==> src/design/hid_pkg.sv <==
package hid_pkg;
  localparam int WORD_W = 32;
  localparam int MEM_AW = 16;
  localparam int CNT_W = 15;
  localparam int PKT_W = 11;
  localparam int FRAME_W = 5;
  localparam int MASK_W = 8;
  localparam int RES_W = 3;
  localparam logic [2:0] W_DW0 = 3'h0;
  localparam logic [2:0] W_DW1 = 3'h1;
  localparam logic [2:0] W_DW2 = 3'h2;
  localparam logic [2:0] W_DW3 = 3'h3;
  localparam logic [2:0] W_DW4 = 3'h4;
  localparam int VALID_BIT = 0;
  localparam int TOTAL_LSB = 3;
  localparam int MPL_LSB = 18;
  localparam int MULT_LSB = 29;
  localparam int EP0_BIT = 31;
  localparam int EPH_LSB = 0;
  localparam int FADDR_LSB = 3;
  localparam int TOKEN_LSB = 10;
  localparam int SPLIT_BIT = 14;
  localparam int FRAME_LSB = 3;
  localparam int BUF_LSB = 8;
  localparam int DONE_LSB = 0;
  localparam int MASK_LSB = 0;
  localparam int RES_LSB = 8;
  localparam logic [1:0] TOKEN_OUT = 2'h0;
  localparam logic [1:0] TOKEN_IN = 2'h1;
  localparam logic [1:0] MULT_UNDEF = 2'h0;
  localparam logic [WORD_W-1:0] WORD_RST = 32'h0;
  localparam logic [MEM_AW-1:0] ADDR_RST = 16'h0;

  typedef struct packed {
    logic token_in;
    logic split;
    logic [6:0] function_addr;
    logic [3:0] endpoint_number;
    logic [MEM_AW-1:0] mem_addr;
    logic [PKT_W-1:0] len;
  } hid_txn_cmd_t;

  typedef struct packed {
    logic [PKT_W-1:0] bytes;
    logic xact_err;
    logic babble;
    logic underrun;
    logic fatal;
  } hid_txn_rsp_t;

  localparam hid_txn_cmd_t CMD_RST = '0;
endpackage : hid_pkg

==> src/design/hid_poll_match.sv <==
`timescale 1ns/100ps
`default_nettype none
module hid_poll_match
  import hid_pkg::*;
#(
  parameter int FIELD_W = FRAME_W
) (
  input wire logic [FIELD_W-1:0] frame_field,
  input wire logic [FIELD_W-1:0] bus_frame,
  output logic hit
);
  logic [FIELD_W-1:0] phase_mask;

  if (FIELD_W < 1) begin : g_chk
    $error("hid_poll_match: FIELD_W must be at least 1");
  end

  // period from top set bit
  // Smearing the top bit down gives period minus one; zero field hits every frame
  always_comb begin
    phase_mask = '0;
    for (int i = 0; i < FIELD_W; i++) begin
      phase_mask[i] = |(frame_field >> i);
    end
  end

  assign hit = ((frame_field ^ bus_frame) & phase_mask) == '0;
endmodule : hid_poll_match
`default_nettype wire

==> src/design/hid_exec.sv <==
`timescale 1ns/100ps
`default_nettype none
module hid_exec
  import hid_pkg::*;
#(
  parameter int MAX_MULT = 3
) (
  input wire logic clk,
  input wire logic rst_b,
  input wire logic exec_start,
  input wire logic [MEM_AW-1:0] desc_base,
  input wire logic [FRAME_W-1:0] bus_frame,
  input wire logic [2:0] bus_uframe,
  output logic exec_busy,
  output logic exec_done,
  output logic exec_skipped,
  output logic mem_req,
  output logic mem_we,
  output logic [MEM_AW-1:0] mem_addr,
  output logic [WORD_W-1:0] mem_wdata,
  input wire logic mem_ack,
  input wire logic [WORD_W-1:0] mem_rdata,
  output logic txn_req,
  output hid_txn_cmd_t txn_cmd,
  input wire logic txn_done,
  input wire hid_txn_rsp_t txn_rsp
);
  typedef enum logic [2:0] {
    ST_IDLE = 3'h0,
    ST_READ = 3'h1,
    ST_CHECK = 3'h2,
    ST_ISSUE = 3'h3,
    ST_WAIT = 3'h4,
    ST_WBACK = 3'h5,
    ST_DONE = 3'h6
  } hid_state_t;

  if (MAX_MULT < 1 || MAX_MULT > 3) begin : g_chk
    $error("hid_exec: MAX_MULT must be 1 to 3");
  end

  hid_state_t state_reg;
  logic [WORD_W-1:0] dw_reg [5];
  logic [2:0] idx_reg;
  logic [MEM_AW-1:0] base_reg;
  logic [FRAME_W-1:0] frame_reg;
  logic [2:0] uf_reg;
  logic [CNT_W-1:0] count_reg;
  logic [RES_W-1:0] result_reg;
  logic [1:0] pkts_reg;
  logic clear_valid_reg;
  logic frame_hit;
  logic [CNT_W-1:0] total;
  logic [PKT_W-1:0] maxpkt;
  logic [1:0] mult;
  logic [MASK_W-1:0] uf_mask;
  logic [CNT_W:0] remain;
  logic [PKT_W-1:0] pkt_len;
  logic [CNT_W:0] count_sum;
  logic [WORD_W-1:0] dw3_new;
  logic [WORD_W-1:0] dw4_new;
  logic [WORD_W-1:0] dw0_new;
  logic last_pkt;

  assign total = dw_reg[W_DW0][TOTAL_LSB +: CNT_W];
  assign maxpkt = dw_reg[W_DW0][MPL_LSB +: PKT_W];
  assign mult = dw_reg[W_DW0][MULT_LSB +: 2];
  assign uf_mask = dw_reg[W_DW4][MASK_LSB +: MASK_W];
  assign remain = {1'b0, total} - {1'b0, count_reg};
  assign pkt_len = (remain > {{(CNT_W-PKT_W+1){1'b0}}, maxpkt}) ? maxpkt : remain[PKT_W-1:0];
  assign count_sum = {1'b0, count_reg} + {{(CNT_W-PKT_W+1){1'b0}}, txn_rsp.bytes};
  // done when total reached, short packet, fatal error, or last packet allowed by the multiplier
  assign last_pkt = txn_rsp.fatal || (count_sum >= {1'b0, total}) ||
                    (txn_rsp.bytes < txn_cmd.len) || (pkts_reg == 2'h1);

  // only hardware-owned bits change, the rest is written back unchanged
  assign dw3_new = {dw_reg[W_DW3][WORD_W-1:CNT_W], count_reg};
  // result stored in this microframe slot
  always_comb begin
    dw4_new = dw_reg[W_DW4];
    dw4_new[MASK_LSB + uf_reg] = 1'b0;
    dw4_new[RES_LSB + RES_W*uf_reg +: RES_W] = result_reg;
  end
  assign dw0_new = {dw_reg[W_DW0][WORD_W-1:1], 1'b0};

  hid_poll_match #(
    .FIELD_W(FRAME_W)
  ) u_match (
    .frame_field(dw_reg[W_DW2][FRAME_LSB +: FRAME_W]),
    .bus_frame(frame_reg),
    .hit(frame_hit)
  );

  always_ff @(posedge clk or negedge rst_b) begin
    if (!rst_b) begin
      state_reg <= ST_IDLE;
      idx_reg <= W_DW0;
    end else begin
      case (state_reg)
        ST_IDLE: begin
          if (exec_start) begin
            state_reg <= ST_READ;
            idx_reg <= W_DW0;
          end
        end
        ST_READ: begin
          if (mem_ack) begin
            if (idx_reg == W_DW4) begin
              state_reg <= ST_CHECK;
            end else begin
              idx_reg <= idx_reg + 3'h1;
            end
          end
        end
        ST_CHECK: begin
          // only masked microframe in matching frame
          if (!dw_reg[W_DW0][VALID_BIT] || !frame_hit || !uf_mask[uf_reg]) begin
            state_reg <= ST_DONE;
          end else begin
            state_reg <= ST_ISSUE;
          end
        end
        ST_ISSUE: begin
          if (count_reg >= total) begin
            state_reg <= ST_WBACK;
            idx_reg <= W_DW3;
          end else begin
            state_reg <= ST_WAIT;
          end
        end
        ST_WAIT: begin
          if (txn_done) begin
            if (last_pkt) begin
              state_reg <= ST_WBACK;
              idx_reg <= W_DW3;
            end else begin
              state_reg <= ST_ISSUE;
            end
          end
        end
        ST_WBACK: begin
          if (mem_ack) begin
            if (idx_reg == W_DW3) begin
              idx_reg <= W_DW4;
            end else if (idx_reg == W_DW4 && clear_valid_reg) begin
              idx_reg <= W_DW0;
            end else begin
              state_reg <= ST_DONE;
            end
          end
        end
        ST_DONE: begin
          state_reg <= ST_IDLE;
        end
        default: begin
          state_reg <= ST_IDLE;
        end
      endcase
    end
  end

  // Descriptor snapshot
  always_ff @(posedge clk or negedge rst_b) begin
    if (!rst_b) begin
      for (int i = 0; i < 5; i++) begin
        dw_reg[i] <= WORD_RST;
      end
      base_reg <= ADDR_RST;
      frame_reg <= '0;
      uf_reg <= '0;
    end else begin
      if (state_reg == ST_IDLE && exec_start) begin
        base_reg <= desc_base;
        frame_reg <= bus_frame;
        uf_reg <= bus_uframe;
      end
      if (state_reg == ST_READ && mem_ack) begin
        dw_reg[idx_reg] <= mem_rdata;
      end
    end
  end

  // Packet progress, count and result
  always_ff @(posedge clk or negedge rst_b) begin
    if (!rst_b) begin
      count_reg <= '0;
      result_reg <= '0;
      pkts_reg <= 2'h0;
      clear_valid_reg <= 1'b0;
    end else begin
      if (state_reg == ST_CHECK) begin
        count_reg <= dw_reg[W_DW3][DONE_LSB +: CNT_W];
        result_reg <= '0;
        clear_valid_reg <= 1'b0;
        // up to multiplier packets; undefined value runs one
        pkts_reg <= (mult == MULT_UNDEF) ? 2'h1 :
                    ((int'(mult) > MAX_MULT) ? 2'(MAX_MULT) : mult);
      end else if (state_reg == ST_ISSUE && count_reg >= total) begin
        clear_valid_reg <= 1'b1;
      end else if (state_reg == ST_WAIT && txn_done) begin
        count_reg <= count_sum[CNT_W-1:0];
        pkts_reg <= pkts_reg - 2'h1;
        result_reg <= result_reg | {txn_rsp.underrun, txn_rsp.babble, txn_rsp.xact_err};
        // completion or fatal error ends validity
        if (txn_rsp.fatal || count_sum >= {1'b0, total} || txn_rsp.bytes < txn_cmd.len) begin
          clear_valid_reg <= 1'b1;
        end
      end
    end
  end

  // Buffer memory port
  always_ff @(posedge clk or negedge rst_b) begin
    if (!rst_b) begin
      mem_req <= 1'b0;
      mem_we <= 1'b0;
      mem_addr <= ADDR_RST;
      mem_wdata <= WORD_RST;
    end else begin
      mem_req <= 1'b0;
      mem_we <= 1'b0;
      if (state_reg == ST_READ && !(mem_ack && idx_reg == W_DW4)) begin
        mem_req <= 1'b1;
        mem_addr <= base_reg + MEM_AW'(mem_ack ? idx_reg + 3'h1 : idx_reg);
      end else if (state_reg == ST_WBACK &&
                   !(mem_ack && (idx_reg == W_DW0 || (idx_reg == W_DW4 && !clear_valid_reg)))) begin
        mem_req <= 1'b1;
        mem_we <= 1'b1;
        if (mem_ack && idx_reg == W_DW3) begin
          mem_addr <= base_reg + MEM_AW'(W_DW4);
          mem_wdata <= dw4_new;
        end else if (mem_ack) begin
          mem_addr <= base_reg + MEM_AW'(W_DW0);
          mem_wdata <= dw0_new;
        end else begin
          mem_addr <= base_reg + MEM_AW'(idx_reg);
          mem_wdata <= (idx_reg == W_DW3) ? dw3_new : ((idx_reg == W_DW4) ? dw4_new : dw0_new);
        end
      end
    end
  end

  // Transaction request toward the packet engine
  always_ff @(posedge clk or negedge rst_b) begin
    if (!rst_b) begin
      txn_req <= 1'b0;
      txn_cmd <= CMD_RST;
    end else begin
      txn_req <= 1'b0;
      if (state_reg == ST_ISSUE && count_reg < total) begin
        txn_req <= 1'b1;
        txn_cmd.token_in <= (dw_reg[W_DW1][TOKEN_LSB +: 2] == TOKEN_IN);
        txn_cmd.split <= dw_reg[W_DW1][SPLIT_BIT];
        txn_cmd.function_addr <= dw_reg[W_DW1][FADDR_LSB +: 7];
        txn_cmd.endpoint_number <= {dw_reg[W_DW1][EPH_LSB +: 3], dw_reg[W_DW0][EP0_BIT]};
        // internal memory address in 8-byte units
        txn_cmd.mem_addr <= dw_reg[W_DW2][BUF_LSB +: MEM_AW] + MEM_AW'(count_reg >> 3);
        txn_cmd.len <= pkt_len;
      end
    end
  end

  always_ff @(posedge clk or negedge rst_b) begin
    if (!rst_b) begin
      exec_busy <= 1'b0;
      exec_done <= 1'b0;
      exec_skipped <= 1'b0;
    end else begin
      exec_busy <= (state_reg != ST_IDLE) || exec_start;
      exec_done <= (state_reg == ST_DONE);
      exec_skipped <= (state_reg == ST_CHECK) && !dw_reg[W_DW0][VALID_BIT];
    end
  end

  AST_TOKEN: assert property (@(posedge clk) disable iff (!rst_b)
    txn_req |-> txn_cmd.token_in == (dw_reg[W_DW1][TOKEN_LSB +: 2] == TOKEN_IN))
    else $error("token differs from descriptor");
  AST_MAXPKT: assert property (@(posedge clk) disable iff (!rst_b)
    txn_req |-> txn_cmd.len <= maxpkt && txn_cmd.len != '0)
    else $error("packet longer than max packet bytes");
  AST_TOTAL: assert property (@(posedge clk) disable iff (!rst_b)
    txn_req |-> ({1'b0, count_reg} + {5'h0, txn_cmd.len}) <= {1'b0, total})
    else $error("packet passes total payload");
  AST_FADDR: assert property (@(posedge clk) disable iff (!rst_b)
    txn_req |-> txn_cmd.function_addr == dw_reg[W_DW1][FADDR_LSB +: 7])
    else $error("wrong function address");
  AST_EP: assert property (@(posedge clk) disable iff (!rst_b)
    txn_req |-> txn_cmd.endpoint_number == {dw_reg[W_DW1][2:0], dw_reg[W_DW0][31]})
    else $error("wrong endpoint number");
  AST_SPLIT: assert property (@(posedge clk) disable iff (!rst_b)
    txn_req |-> txn_cmd.split == dw_reg[W_DW1][SPLIT_BIT])
    else $error("split flag differs");
  AST_UFRAME: assert property (@(posedge clk) disable iff (!rst_b)
    txn_req |-> uf_mask[uf_reg] && frame_hit && dw_reg[W_DW0][VALID_BIT])
    else $error("transaction outside selected microframe");
  AST_SKIP: assert property (@(posedge clk) disable iff (!rst_b)
    (state_reg == ST_CHECK && !dw_reg[W_DW0][VALID_BIT]) |=> (!mem_we && !txn_req) [*3])
    else $error("skipped descriptor touched");
  AST_VALID: assert property (@(posedge clk) disable iff (!rst_b)
    (mem_we && mem_addr == base_reg) |-> mem_wdata == {dw_reg[W_DW0][31:1], 1'b0} && clear_valid_reg)
    else $error("bad valid write back");
  AST_COUNT: assert property (@(posedge clk) disable iff (!rst_b)
    (mem_we && mem_addr == base_reg + 16'h3) |-> mem_wdata[CNT_W-1:0] == count_reg)
    else $error("bad transferred count");
  AST_ONEPKT: assert property (@(posedge clk) disable iff (!rst_b)
    txn_req |=> !txn_req)
    else $error("back to back packet requests");
endmodule : hid_exec
`default_nettype wire

==> config.mk <==
export PLATFORM = sky130hd
export DESIGN_NAME = hid_exec
export DESIGN_NICKNAME = d
export VERILOG_FILES = /design/src/design/hid_pkg.sv /design/src/design/hid_poll_match.sv /design/src/design/hid_exec.sv
export SDC_FILE = /design/constraint.sdc
export NUM_CORES = 1
export LEC_CHECK = 0
export BUFFER_PORTS_ARGS = -buffer_cell sky130_fd_sc_hd__buf_2
export CORE_ASPECT_RATIO = 1.5
export CORE_UTILIZATION = 30
export DETAILED_ROUTE_END_ITERATION = 16
export PLACE_DENSITY = 0.44
export SLEW_MARGIN = 20
export SYNTH_ARGS = -nofsm -noshare
export SYNTH_HDL_FRONTEND = slang
export SYNTH_SLANG_ARGS = --single-unit
==> constraint.sdc <==
create_clock -name clk -period 12.6 [get_ports clk]
set_clock_uncertainty 0.2 [all_clocks]
set_input_delay 0.63 -clock clk [delete_from_list [all_inputs] [get_ports clk]]
set_output_delay 0.63 -clock clk [all_outputs]
set_load 0.01 [all_outputs]
# Word-level counts from Yosys, hierarchy flattened
# Index checks and enable logic that the tools add are counted.
# totals
ff_bits,305
latch_bits,0
mem_bits_rw,0
romBits,0
in_bits,76
output_inout_bits,94
word_cells,185
mem_count,0
# op_classes
n_addsub,11
multipliers,1
div_mod_pow,0
magnitude_cmp,10
n_eq_ne,22
shift,2
muxes,57
bitwise,7
reduce_logical,47
# op_table
op,count
$bwmux W160,1
$mux W32,5
$demux W32 S3,1
$mux W16,4
$mux W3,21
$mux W15,3
$neg A6 Y34,1
$shift A3 B34 Y32 const A,1
$shiftx A3 B34 Y32,1
$and A32 B32 Y32,1
$bwmux W32,1
$not A8 Y32,1
$ne A2 B2 Y1 const B,9
$pmux W3 S6,1
$add A15 B11 Y16,1
$add A16 B12 Y16,1
$add A16 B3 Y16,1
$add A16 B3 Y16 const B,1
$add A16 B4 Y16,1
$ge A16 B15 Y1,1
$gt A16 B11 Y1,1
$sub A15 B15 Y16,1
$ge A15 B15 Y1,1
$logic_and A1 B1 Y1,15
45 further kinds,82

# Depth between registers and ports, before layout
# logic_depth
depth_word,11
depth_mapped,18
ltp_nobuf,17

# By module
# Synthesis repeated with hierarchy kept, for this count alone.
# hier_totals
hier_cells,1627
hier_area_um2,16336.9
# modules_own_cells
module,n_inst,cells_per_inst,area_per_inst_um2,seq_area_each_um2
hid_exec,1,1614,16245.6,6881.6
hid_poll_match,1,13,91.3,0.0

# Least setup slack after synthesis
# Ideal clock, no wire load.
# synth_path
kind,input to register
from,input port txn_rsp[4] (netlist bit)
to,register idx_reg[2]
setup_ns,0.128
arrival_ns,4.095
t_required_ns,12.272
slack_ns,8.177
cell_stages,16
n_path_buf,0
path_cell_list,ha_1 > fa_1 > a21o_1 > a21oi_1 > o21ai_0 > a2111oi_0 > o31ai_1 > nand3_1 > xnor2_1 > ha_1 > and3_1 > o211ai_1 > o2111a_1 > o211a_1 > a211oi_2 > mux2_1
# synth_via
elab_chain_cells,7
word_cells_on_any_way,8
classes_between,1 x add/sub; 2 x order compare; 1 x eq/ne; 4 x reduce/logical
# synth_lines
element,line_no,source
from (decl),hid_exec.sv:26,input wire hid_txn_rsp_t txn_rsp
$add A15 B11 Y16,hid_exec.sv:71,"assign count_sum = {1'b0, count_reg} + {{(CNT_W-PKT_W+1){1'b0}}, txn_rsp.bytes};"
$ge A16 B15 Y1,hid_exec.sv:73,"assign last_pkt = txn_rsp.fatal || (count_sum >= {1'b0, total}) ||"
$logic_or A1 B1 Y1,hid_exec.sv:73,
$logic_or A1 B1 Y1 *,hid_exec.sv:73,
$logic_or A1 B1 Y1 *,hid_exec.sv:74,(txn_rsp.bytes < txn_cmd.len) || (pkts_reg == 2'h1);
$ne A2 B2 Y1 (no source line) *,-,
$reduce_and A9 Y1 (no source line) *,-,
to (signal assigned),hid_exec.sv:111,idx_reg <= idx_reg + 3'h1;
to (decl),hid_exec.sv:44,logic [2:0] idx_reg;
# Mark *: on every way between the ends. The rest lies on a longest branch, timed or not.
# A chain may end at the register's enable or synchronous reset.

# Worst setup path in the final report
# layout_path
from,register count_reg[0]
to,register idx_reg[2]
# layout_via
elab_chain_cells,7
word_cells_on_any_way,9
classes_between,1 x add/sub; 2 x order compare; 2 x eq/ne; 4 x reduce/logical
# layout_lines
element,line_no,source
from (decl),hid_exec.sv:48,logic [CNT_W-1:0] count_reg;
from (signal assigned),hid_exec.sv:192,count_reg <= dw_reg[W_DW3][DONE_LSB +: CNT_W];
from (signal assigned),hid_exec.sv:201,count_reg <= count_sum[CNT_W-1:0];
$add A15 B11 Y16,hid_exec.sv:71,
$ge A16 B15 Y1,hid_exec.sv:73,
$logic_or A1 B1 Y1 (2 in a row),hid_exec.sv:73,
$logic_or A1 B1 Y1,hid_exec.sv:74,
$ne A2 B2 Y1 (no source line),-,
$reduce_and A9 Y1 (no source line) *,-,
# Marked as above.

==> flow_summary_export.csv <==
group,metric,value,unit
sta,clock.fmax,203,MHz
sta,maxSlewViolCount,0,
floorplanning,fp-row-count,104,
global_route,grt_max_degree,91,
sta,period_share,39.1,%
detailed_routing,ant_nets,0,
synthesis,synthDistinctLibCells,95,
detailed_routing,wl_per_cell,23.1,um
detailed_routing,dr.pass1.iters,5,
synthesis,synth_flop_cell,"dfrtp_1",
layout,final_cell_mix,"dfrtp_1 (275), buf_2 (168), nand2_1 (162)",
worst_setup_path,rrSetupSlack,7.68,ns
worst_setup_path,crit_type,"reg -> reg",
layout,drive_above_1_share,24.5,%
placement,gp_congestion,0.865,
clocking,htreeDepth,1,
synthesis,ys_seq_area_share,42.3,%
worst_setup_path,cp-start-kind,"flip-flop",
worst_setup_path,endpoint,"idx_reg[2]$_DFFE_PN0P_",
sta,fin_tns_setup,0,ns
detailed_routing,wl,57300,um
worst_setup_path,path_cells,"ha_1 > fa_1 > a21o_1 > a21oi_1 > o21ai_0 > a2111oi_0 > o31ai_1 > nand3_1 > xnor2_1 > ha_1 > and3_1 > o211ai_1 > o2111a_1 > o211a_1 > a211oi_2 > mux2_1",
synthesis,synth.avg_cell_area,10.1,um2
power,ir_drop,0.127,mV
power,leakagePower,0.00863,uW
power,pwr-share-comb,54.0,%
clocking,numCtsBuffers,31,
layout,syn2layout_area_growth,16.0,%
global_route,antenna_found_initial,1,
clocking,clk_path_buf_depth,3,
clocking,clk_pin_slew_worst_paths,0.06,ns
sta,hold_viol,0,
detailed_routing,drc_errors,0,
sta,fin_crit,4.92,ns
sta,hold-worst-slack,0.0526,ns
worst_setup_path,crit_top_cell,"ha_1",
min_path,worst_hold_path_type,"in -> reg",
layout,fin_util,35.2,%
synthesis,syn_area,0.0163,mm2
layout,mostFrequentLayoutCell,"dfrtp_1",
placement,io_buffers,169,
power,p_sw_share,45.9,%
layout,largest_register_ffs,82,
sta,worst_slack,7.68,ns
global_route,grt-ovfl-total,0,
synthesis,synth_edf_count,0,
worst_setup_path,arrival,5.18,ns
global_route,grt_pass1_vias,13100,
power,seqPwrFrac,30.0,%
power,p_total,5830,uW
synthesis,synth_fp_nets,1796,
global_route,grt_usage,20.9,%
layout,n_antenna_cell,0,
detailed_routing,via_per_inst,5.23,
floorplanning,num_io_pins,170,
worst_setup_path,critPathCaptureType,"flip-flop",
sta,relSlewSlack,29.7,%
synthesis,synthCells,1619,
layout,layout.nets,1940,
detailed_routing,vias,12900,
floorplanning,chipWidth,192,um
clocking,post_cts_buffers,0,
synthesis,yosysWarnings,0,
power,p_int,3160,uW
worst_setup_path,crit_path_top_delay_cell,"a2111oi_0",
clocking,cts.sinks,275,
min_path,hold_start,"bus_frame[4]",
global_route,grt_pass1_wl,85000,um
placement,pre_cts_slack,7.50,ns
power,powerDensity,309,mW/mm2
sta,tightest_slew,1.05,ns
floorplanning,core-area,0.0536,mm2
clocking,clock_latency,0.58,ns
placement,dp_hpwl,43100,um
worst_setup_path,reg2reg_from,"count_reg[0]$_DFFE_PN0P_",
floorplanning,die_area,0.0552,mm2
power,clkPwrFrac,16.0,%
worst_setup_path,startpoint,"count_reg[0]$_DFFE_PN0P_",
layout,fill_cells,5557,
clocking,clock-root-buffer,"clkbuf_16",
clocking,cts_tree,"yes",
status,status,"finished, final reports clean",
worst_setup_path,worstPathRequired,12.86,ns
worst_setup_path,reg2reg_depth,16,
sta,setup_viol,0,
sta,rsz0062_at_grt,"false",
detailed_routing,drt_iter0_markers,663,
worst_setup_path,cp_max_fo,4,
floorplanning,die_height,287,um
worst_setup_path,slowest_delay,0.58,ns
worst_setup_path,worst_r2r_endpoint,"idx_reg[2]$_DFFE_PN0P_",
floorplanning,start_util,30.4,%
job,max_cap_violations,0,
synthesis,synth_seq_cells,275,
power,p_switching,2670,uW
synthesis,async_flop_share,100,%
==> cell usage after synthesis (all sizes together) (20+ instances only) <==
cell type / n / share of area [%]
xnor2: 35 / 2.0
o21ai: 124 / 3.8
buf: 28 / 0.96
mux2: 173 / 12
mux2i: 42 / 2.7
clkbuf: 52 / 1.2
a211oi: 24 / 1.2
nand2: 164 / 3.8
dfrtp: 275 / 42
a21oi: 82 / 2.5
ha: 96 / 7.4
xor2: 23 / 1.2
nor2: 108 / 2.5
a31oi: 20 / 0.90
nor3: 21 / 0.68
nand3: 26 / 0.80
inv: 85 / 2.0
==> cells by family after synthesis <==
family	count (synthesis)	share of synthesized area (%)
AOI/OAI and AO/OA	404	16.3
and+or+nand+nor	396	11.1
DFF	275	42.3
muxes	217	14.9
buffers and inverters	168	4.19
adders and majority gates	101	7.99
xor gates and xnor gates	58	3.28
==> cell type report <==
| class | count | area (um2) | share of cell area [%] |
|---|---|---|---|
| multi-input combinational | 1176 | 8750 | 46.3 |
| clock inverter | 9 | 104 | 0.550 |
| inverter | 88 | 330 | 1.75 |
| sequential | 275 | 6880 | 36.4 |
| timing repair buffer | 191 | 1030 | 5.44 |
| clock buffer | 47 | 926 | 4.90 |
| tap | 689 | 862 | 4.57 |
==> per-layer routing <==
metal | GRT usage (%) | up-vias | routed length (um)
met4 | 8.74 | 2 | 2510
met1 | 23.8 | 6391 | 22300
met2 | 38.3 | 342 | 29900
met3 | 2.86 | 101 | 2560
met5 | 0 | - | 8
li1 | - | 6100 | -
==> power by group through the flow <==
stage	clock (uW)	combinational, uW	sequential [uW]
2_1_floorplan	0	2220	1620
3_3_place_gp	0	3130	1760
3_5_place_dp	0	3160	1770
4_1_cts	969	3180	1760
5_1_grt	996	3510	1810
6_report	932	3150	1750
==> what timing repair did <==
action / CTS / global route
hold buffers: 1 / 0
gates resized for setup: 0 / 0
hold endpoints to repair: 89 / 0
==> worst max-delay path, delay by kind of cell (launching register included) <==
family,cells,cell delay (ns)
XOR/XNOR,1,0.08
multiplexers,1,0.34
AND/OR/NAND/NOR,2,0.34
adder cells (fa/ha/maj),3,0.99
AO/OA/AOI/OAI,9,2.40
flip-flops,1,0.47
==> worst min path at each step <==
| stage | end | slack, ns | cells past startpoint |
|---|---|---|---|
| after global placement | mem_addr[8]$_DFFE_PN0P_ | 0.26 | 2 |
| final | frame_reg[4]$_DFFE_PN0P_ | 0.05 | 3 |
| after global routing | base_reg[7]$_DFFE_PN0P_ | 0.05 | 2 |
| after CTS | frame_reg[4]$_DFFE_PN0P_ | 0.01 | 3 |
| after detailed placement | exec_skipped$_DFF_PN0_ | 0.26 | 1 |
| after floorplan | base_reg[0]$_DFFE_PN0P_ | 0.13 | 0 |
==> metrics by stage <==
stage | std cells | cell area (um2)
finish | 2475 | 18900
global route | 2475 | 18900
CTS | 2475 | 18900
detailed placement | 2418 | 17800
global placement | 2418 | 17800
floorplan | 1619 | 16300
(Power assumes the default switching activity.)
